===== config.mk =====
export PLATFORM = sky130hd
export DESIGN_NAME = flash_page_lock_guard
export DESIGN_NICKNAME = d
export VERILOG_FILES = /design/src/rtl/flash_guard_pkg.sv /design/src/rtl/lock_info_if.sv /design/src/rtl/lock_range_decoder.sv /design/src/rtl/flash_page_lock_guard.sv
export SDC_FILE = /design/constraint.sdc
export NUM_CORES = 1
export LEC_CHECK = 0
export ABC_AREA = 0
export ABC_CLOCK_PERIOD_IN_PS = 1900
export BUFFER_PORTS_ARGS = -buffer_cell sky130_fd_sc_hd__buf_2
export CAP_MARGIN = 20
export CORE_AREA = 2 2 39 41
export DETAILED_ROUTE_END_ITERATION = 10
export DIE_AREA = 0 0 41 43
export GPL_TIMING_DRIVEN = 0
export PLACE_DENSITY = 0.7
export SKIP_LAST_GASP = 1
export SYNTH_ARGS = -nofsm -noshare
export SYNTH_HDL_FRONTEND = slang
export SYNTH_SLANG_ARGS = --single-unit

===== constraint.sdc =====
create_clock -name clk -period 1.9 [get_ports clk]
set_input_delay 0.19 -clock clk [delete_from_list [all_inputs] [get_ports clk]]
set_output_delay 0.19 -clock clk [all_outputs]
set_load 0.02 [all_outputs]

===== src/rtl/flash_guard_pkg.sv =====
// Constants and types shared by the flash page lock guard and its lock decoder.
// Assumes a byte-addressed program flash split into equal pages.
package flash_guard_pkg;

  // ************************************************************
  // Flash geometry
  // ************************************************************
  localparam int PAGE_BYTES = 512;
  localparam int PAGE_SHIFT = 9;
  localparam int FLASH_BYTES = 8192;
  localparam int ADDR_W = 13;
  localparam int PAGE_W = ADDR_W - PAGE_SHIFT;
  localparam int LOCK_W = 8;
  localparam logic [ADDR_W-1:0] LOCK_BYTE_ADDR = 13'h1FFF;
  localparam logic [LOCK_W-1:0] LOCK_NONE = 8'hFF;

  // ************************************************************
  // Request and answer encodings
  // ************************************************************
  typedef enum logic {
    SRC_DEBUG,
    SRC_FIRMWARE
  } access_src_t;

  typedef enum logic [1:0] {
    OP_READ,
    OP_WRITE,
    OP_ERASE
  } flash_op_t;

  typedef enum logic [1:0] {
    VERDICT_PERMIT,
    VERDICT_BLOCK,
    VERDICT_ERROR_RESET
  } verdict_t;

  // ************************************************************
  // Reset values
  // ************************************************************
  localparam logic RESP_VALID_RST = 1'b0;
  localparam verdict_t VERDICT_RST = VERDICT_BLOCK;

endpackage : flash_guard_pkg


===== src/rtl/lock_info_if.sv =====
// Carrier between the access guard and its lock decoder.
// Assumes both ends sit in the same clock domain; all signals are combinational.
`timescale 1ns/1ps
interface lock_info_if #(
  parameter int PAGE_W = flash_guard_pkg::PAGE_W,
  parameter int LOCK_W = flash_guard_pkg::LOCK_W
);
  logic [LOCK_W-1:0] lock_byte;
  logic [PAGE_W-1:0] req_page;
  logic [PAGE_W-1:0] fetch_page;
  logic req_locked;
  logic fetch_locked;
  logic any_locked;

  modport guard (
    output lock_byte,
    output req_page,
    output fetch_page,
    input req_locked,
    input fetch_locked,
    input any_locked
  );

  modport decoder (
    input lock_byte,
    input req_page,
    input fetch_page,
    output req_locked,
    output fetch_locked,
    output any_locked
  );
endinterface : lock_info_if


===== src/rtl/lock_range_decoder.sv =====
// Decodes the lock byte into a locked page range and classifies two pages.
// Assumes the page numbers are already derived from byte addresses.
`timescale 1ns/1ps
module lock_range_decoder #(
  parameter int PAGE_W = flash_guard_pkg::PAGE_W,
  parameter int LOCK_W = flash_guard_pkg::LOCK_W,
  parameter logic [PAGE_W-1:0] LOCK_PAGE = '1
) (
  lock_info_if.decoder info
);

  // ************************************************************
  // Range decode
  // ************************************************************
  wire [LOCK_W-1:0] lock_count;
  wire req_in_range;
  wire fetch_in_range;

  if (PAGE_W > LOCK_W) begin : g_bad_width
    $error("Page number wider than lock count");
  end

  // Count of locked pages is the complement of the stored byte
  assign lock_count = ~info.lock_byte;
  assign info.any_locked = (lock_count != '0);
  assign req_in_range = (LOCK_W'(info.req_page) < lock_count);
  assign fetch_in_range = (LOCK_W'(info.fetch_page) < lock_count);

  // Lock page follows the others: locked as soon as any page is
  assign info.req_locked = req_in_range || ((info.req_page == LOCK_PAGE) && info.any_locked);
  assign info.fetch_locked = fetch_in_range || ((info.fetch_page == LOCK_PAGE) && info.any_locked);

endmodule : lock_range_decoder


===== src/rtl/flash_page_lock_guard.sv =====
// Access guard in front of the program flash: one verdict per request.
// Assumes requests, enables, lock byte and fetch address come from logic on clk.
//
// Contract
// - Flash is split into 512-byte pages, the unit of erasure and of locking.
// - Erase and write requests are taken from both the debug port and redirected firmware stores.
// - A firmware write is refused unless the store write enable is 1.
// - A firmware erase is refused unless both store write and store erase enables are 1.
// - The first n pages from address 0 are locked, n being the complement of the lock byte.
// - The lock byte page is unlocked when the lock byte is all ones and locked otherwise.
// - Unlocked pages may be read, written and erased by the debug port and by any firmware.
// - Locked pages: debug is blocked, firmware from unlocked pages resets, firmware from locked pages passes.
// - With nothing locked the lock byte page is open to the debug port and firmware.
// - With pages locked the lock byte page is guarded exactly as the other locked pages.
`timescale 1ns/1ps
module flash_page_lock_guard #(
  parameter int ADDR_W = flash_guard_pkg::ADDR_W,
  parameter int PAGE_SHIFT = flash_guard_pkg::PAGE_SHIFT,
  parameter int LOCK_W = flash_guard_pkg::LOCK_W,
  parameter logic [flash_guard_pkg::ADDR_W-1:0] LOCK_BYTE_ADDR = flash_guard_pkg::LOCK_BYTE_ADDR
) (
  input wire logic clk,
  input wire logic rst_n,
  input wire logic prog_store_write_enable,
  input wire logic prog_store_erase_enable,
  input wire logic [LOCK_W-1:0] lock_byte,
  input wire logic [ADDR_W-1:0] fetch_addr,
  input wire logic req_valid,
  input wire flash_guard_pkg::access_src_t req_src,
  input wire flash_guard_pkg::flash_op_t req_op,
  input wire logic [ADDR_W-1:0] req_addr,
  output logic resp_valid,
  output flash_guard_pkg::verdict_t resp_verdict,
  output logic flash_access_en,
  output logic flash_error_reset
);

  localparam int PAGE_W = ADDR_W - PAGE_SHIFT;
  localparam logic [PAGE_W-1:0] LOCK_PAGE = LOCK_BYTE_ADDR[ADDR_W-1:PAGE_SHIFT];

  // ************************************************************
  // Elaboration checks
  // ************************************************************
  if ((1 << PAGE_SHIFT) != flash_guard_pkg::PAGE_BYTES) begin : g_bad_shift
    $error("Page shift does not match page size");
  end
  if (ADDR_W <= PAGE_SHIFT || PAGE_W > LOCK_W) begin : g_bad_width
    $error("Address width cannot hold pages");
  end

  // ************************************************************
  // Page decode
  // ************************************************************
  // Page number from upper bits
  function automatic logic [PAGE_W-1:0] page_of(input logic [ADDR_W-1:0] addr);
    page_of = addr[ADDR_W-1:PAGE_SHIFT];
  endfunction : page_of

  lock_info_if #(.PAGE_W(PAGE_W), .LOCK_W(LOCK_W)) info ();

  assign info.lock_byte = lock_byte;
  assign info.req_page = page_of(req_addr);
  assign info.fetch_page = page_of(fetch_addr);

  lock_range_decoder #(
    .PAGE_W(PAGE_W),
    .LOCK_W(LOCK_W),
    .LOCK_PAGE(LOCK_PAGE)
  ) i_lock_range_decoder (
    .info(info)
  );

  // ************************************************************
  // Verdict selection
  // ************************************************************
  wire is_debug;
  wire is_read;
  wire is_write;
  wire is_erase;
  wire gate_ok;
  wire target_locked;
  wire code_locked;
  flash_guard_pkg::verdict_t next_verdict;

  assign is_debug = (req_src == flash_guard_pkg::SRC_DEBUG);
  assign is_read = (req_op == flash_guard_pkg::OP_READ);
  assign is_write = (req_op == flash_guard_pkg::OP_WRITE);
  assign is_erase = (req_op == flash_guard_pkg::OP_ERASE);

  // Erase needs both enables
  // The enables guard firmware only; the debug port programs without them
  assign gate_ok = is_debug || is_read
                   || (is_write && prog_store_write_enable)
                   || (is_erase && prog_store_write_enable && prog_store_erase_enable);

  assign target_locked = info.req_locked;
  assign code_locked = info.fetch_locked;

  // Open lock page passes
  // Lock violation takes priority over the enable gate: the reset is the stronger answer
  assign next_verdict = (target_locked && is_debug) ? flash_guard_pkg::VERDICT_BLOCK :
                        (target_locked && !code_locked) ? flash_guard_pkg::VERDICT_ERROR_RESET :
                        gate_ok ? flash_guard_pkg::VERDICT_PERMIT :
                        flash_guard_pkg::VERDICT_BLOCK;

  // ************************************************************
  // Answer registers
  // ************************************************************
  always_ff @(posedge clk or negedge rst_n) begin
    if (!rst_n) begin
      resp_valid <= flash_guard_pkg::RESP_VALID_RST;
      resp_verdict <= flash_guard_pkg::VERDICT_RST;
    end else begin
      resp_valid <= req_valid;
      resp_verdict <= req_valid ? next_verdict : flash_guard_pkg::VERDICT_RST;
    end
  end

  assign flash_access_en = resp_valid && (resp_verdict == flash_guard_pkg::VERDICT_PERMIT);
  assign flash_error_reset = resp_valid && (resp_verdict == flash_guard_pkg::VERDICT_ERROR_RESET);
endmodule : flash_page_lock_guard


==> After elaboration in Yosys (flattened, before gate mapping) <==
Cells that the tools add are included.
{ "word_totals": {"reg_bits": 3, "input_bits": 42, "output_inout_bits": 5, "elab_cells": 33} }
{ "op_classes": {"magnitude_cmp": 2, "eq_ne": 5, "mux": 4, "bitwise_logic": 2, "n_reduce_logical": 18} }
{ "ops": {"columns": ["op", "n"], "rows": [
  ["$lt A4 B8 Y1", 2],
  ["$logic_and A1 B1 Y1", 9],
  ["$eq A4 B4 Y1 const B", 2],
  ["$not A8 Y8", 1],
  ["$reduce_bool A8 Y1", 1],
  ["$mux W2", 3],
  ["$logic_or A1 B1 Y1", 5],
  ["$eq A2 B2 Y1 const B", 2],
  ["$logic_not A2 Y1", 2],
  ["$eq A2 B1 Y1 const B", 1],
  ["$logic_not A1 Y1", 1],
  ["$mux W1", 1],
  ["$not A1 Y1", 1]
]} }

==> Longest topological paths before layout <==
{ "logic_depth": {"ltp_word": 9, "mapped_depth": 5, "mapped_depth_nobuf": 5} }

==> Cells and area by module <==
Synthesis repeated with hierarchy kept, for this count alone.
{ "unflattened": {"hier_cells": 36, "hier_area_um2": 320.3} }
{ "by_module_without_submodules": {"columns": ["mod", "instances", "cells_per_inst", "area_each_um2", "seq_area_each_um2"], "rows": [
  ["lock_range_decoder", 1, 23, 185.2, 0.0],
  ["flash_page_lock_guard", 1, 13, 135.1, 76.3]
]} }

==> Least setup slack after synthesis <==
No wires, ideal clock.
{ "synth_path": {"kind": "in2reg", "start": "input lock_byte[2]", "end": "register resp_verdict[1]", "setup_ps": 67, "arrival_time_ps": 1222, "required_ps": 1833, "slack_ps": 612, "stages": 5, "n_path_buf": 0, "path_cell_list": "ha_1 -> a211oi_1 -> a22oi_2 -> a211oi_2 -> and3_1"} }
{ "synth_via": {"elab_chain_len": 9, "elab_cells_between_ends": 14, "cone_classes": "order compare (2); mux (3); bitwise (1); reduce/logical (8)"} }
{ "synth_lines": {"columns": ["item", "line_no", "source"], "rows": [
  ["from (decl)", "flash_page_lock_guard.sv:26", "input wire logic [LOCK_W-1:0] lock_byte,"],
  ["$not A8 Y8 (*)", "lock_range_decoder.sv:24", "assign lock_count = ~info.lock_byte;"],
  ["branches (longest 6 deep; another with $lt A4 B8 Y1)", null, null],
  ["$mux W2 (*)", "flash_page_lock_guard.sv:101", "assign next_verdict = (target_locked && is_debug) ? flash_guard_pkg::VERDICT_BLOCK :"],
  ["$mux W2 (*)", "flash_page_lock_guard.sv:115", "resp_verdict <= req_valid ? next_verdict : flash_guard_pkg::VERDICT_RST;"],
  ["to (signal assigned)", "flash_page_lock_guard.sv:112", "resp_verdict <= flash_guard_pkg::VERDICT_RST;"],
  ["to (signal assigned)", "flash_page_lock_guard.sv:115", null],
  ["to (decl)", "flash_page_lock_guard.sv:33", "output flash_guard_pkg::verdict_t resp_verdict,"]
]} }
Mark *: on every way between the ends.

==> Final worst setup path <==
{ "layout_path": {"start": "input lock_byte[2]", "end": "register resp_verdict[0]"} }
The elaborated chain is that of the path after synthesis.

==> results.ini <==
[cts]
root_buffer=clkbuf_4
cts_buffer_depth=2
hold_buffers=1
post_cts_resized=0
cts_tree=yes
cts_buffers=3
cts_sinks=3
cts_setup_buffers=0
path_clk_slew_ns=0.03
cts.htree.levels=1

[detailed_routing]
vias=404
drtIter0Drc=1
vias_per_cell=4.93
dr.pass1.iters=2
ant_nets=0
finalWirelength_um=775
drc=0
wl_per_cell_um=9.45

[synth]
synth_xor_area_share_pct=0
synth.largest_area_cell=ha_1
synthAdderAreaFrac_pct=23.5
synth_ff_type=dfrtp_1
synth_cell_types=21
async_flop_share_pct=100
synth_edf_count=0
yosysWarnings=0
seq_area_frac_synth_pct=23.9
syn_nets=81
syn_area_per_cell_um2=9.67
ys_top_cells_by_area=ha_1 24%, dfrtp_1 16%, dfstp_2 8.2%
netlist_instances=33
yosys-mux-area-fraction_pct=0
synth_top_area_share_pct=23.5
synth_top_family_by_area=compound AO/OA/AOI/OAI gates
synthTopCellsByCount=6 x ha_1, 3 x nand4_1, 3 x nor2_1
synthSimpleGateAreaFrac_pct=23.1
netlist_area_um2=319
ys_ff_latch=3
synth-compound-area-share_pct=28.2
yosysMostFrequentCell=ha_1

[final_layout]
area_growth_pct=61.6
finalNonFillerCells=82
final_core_util_pct=37.3
antenna_cells=0
layout-drive-gt1-share_pct=53.0
nNetsFinal=115

[worst_setup_path]
crit_start=lock_byte[2]
critPathRequiredTime_ns=2.02
end_kind=flip-flop
crit_arrival_ns=1.39
critPathKind=in2reg
cp_max_fo=3
crit_path_start_kind=primary input

[power]
powerDensity_nw_per_um2=485
p_int_uw=184
p_clk_share_pct=43.0
power_frac_seq_pct=27.6
p_switching_uw=66.1
switching_share_pct=26.4
p_comb_share_pct=29.4
power.leakage_nw=0.276
vdd_drop_max_v=0.000123
power_uw=250

[grt]
antenna_found_initial=0
grt_remaining_overflow=0
grt_pass1_vias=411
grt_use_total_pct=11.5
grt_start_max_net_pins=4
grt_pass1_wl_um=1410

[floorplan]
core-area_um2=1380
std_cell_rows=14
top_level_ports=47
floorplan.initialDensity_pct=23.1
die_area_um2=1760
die_h_um=43
die-width_um=41

[min_path]
hold_path.class=in2reg
worstHoldStart=req_valid
min_path_cells=1

[sta]
grt_setup_unrepaired=false
drv_slew=0
hold_viol=0
setup_viol=0
slew_headroom_pct=82.8
fin_crit_ns=1.27
finalCritPeriodShare_pct=66.6
finalSetupTns_ns=0
tightest_slew_ns=0.254
fmax_mhz=790

[status]
outcome=finished clean

[place]
dp_cells=77
io_buffers=28
gp_congestion=0.721
dpl.hpwl_um=730

[run]
drv_cap=0

## final cells by class
cell class / instances / area [um^2]
Timing Repair Buffer: 29 / 150
Clock buffer: 4 / 26.3
Multi-Input combinational cell: 29 / 239
Sequential cell: 3 / 76.3
Tap cell: 16 / 20.0
Fill cell: 162 / 868
Inverter: 1 / 3.75
## sequential cells by signal (all words and copies together) (netlist names)
signal and flops:
resp_verdict 2, resp_valid 1
## critical path: stages
cell and delay [ns]:
buf_2 0.12, ha_1 0.31, a211oi_1 0.26, a211o_1 0.18, a211oi_2 0.04, o311ai_1 0.30
## layout by cell type (no fill, tap or decap), types with 2 or more instances in the layout
master    synthesis  final
o211ai_1          2      2
buf_2             0     28
a211oi_1          2      2
nor2_1            3      3
ha_1              6      6
clkbuf_4          0      3
nand4_1           3      3
dfrtp_1           2      2
## layer usage
| metal | vias up | part of all wire (%) | global-route usage [%] |
|---|---|---|---|
| met3 | 0 | 7.7 | 1.57 |
| met1 | 186 | 37 | 11.9 |
| met5 | - | 0 | 0 |
| li1 | 201 | - | - |
| met4 | 0 | 0 | 8.00 |
| met2 | 17 | 55 | 19.7 |
## final timing paths
check                             endpoint  slack (ns)
max in group asynchronous  resp_verdict[0]        1.42
min                             resp_valid        0.09
max                        resp_verdict[0]        0.63
min in group asynchronous       resp_valid        0.29
## logic make-up (layout without fill, tap and decap cells)
family	count (synthesis)	in the layout
AOI/OAI and AO/OA	11	11
adders and majority gates	6	6
buffers and inverters	1	34
DFF	3	3
and+or+nand+nor	12	12
## stage by stage
| step | area, um^2 | worst slack (ns) | hold slack [ns] |
|---|---|---|---|
| floorplan | 319 | 0.612 | -0.106 |
| global placement | 479 | 0.416 | -0.0143 |
| detailed placement | 479 | 0.398 | -0.0125 |
| CTS | 515 | 0.630 | 0.0903 |
| global route | 515 | 0.504 | 0.0972 |
| finish | 515 | 0.634 | 0.0948 |
## power by group through the flow
stage	sequential [mW]	clock, mW	combinational [mW]
floorplan	0.0731	0	0.0308
global placement	0.0697	0	0.0706
detailed placement	0.0700	0	0.0734
CTS	0.0692	0.113	0.0748
global route	0.0696	0.118	0.0857
finish	0.0691	0.107	0.0736
No activity file was read; power rests on OpenSTA's default activity.
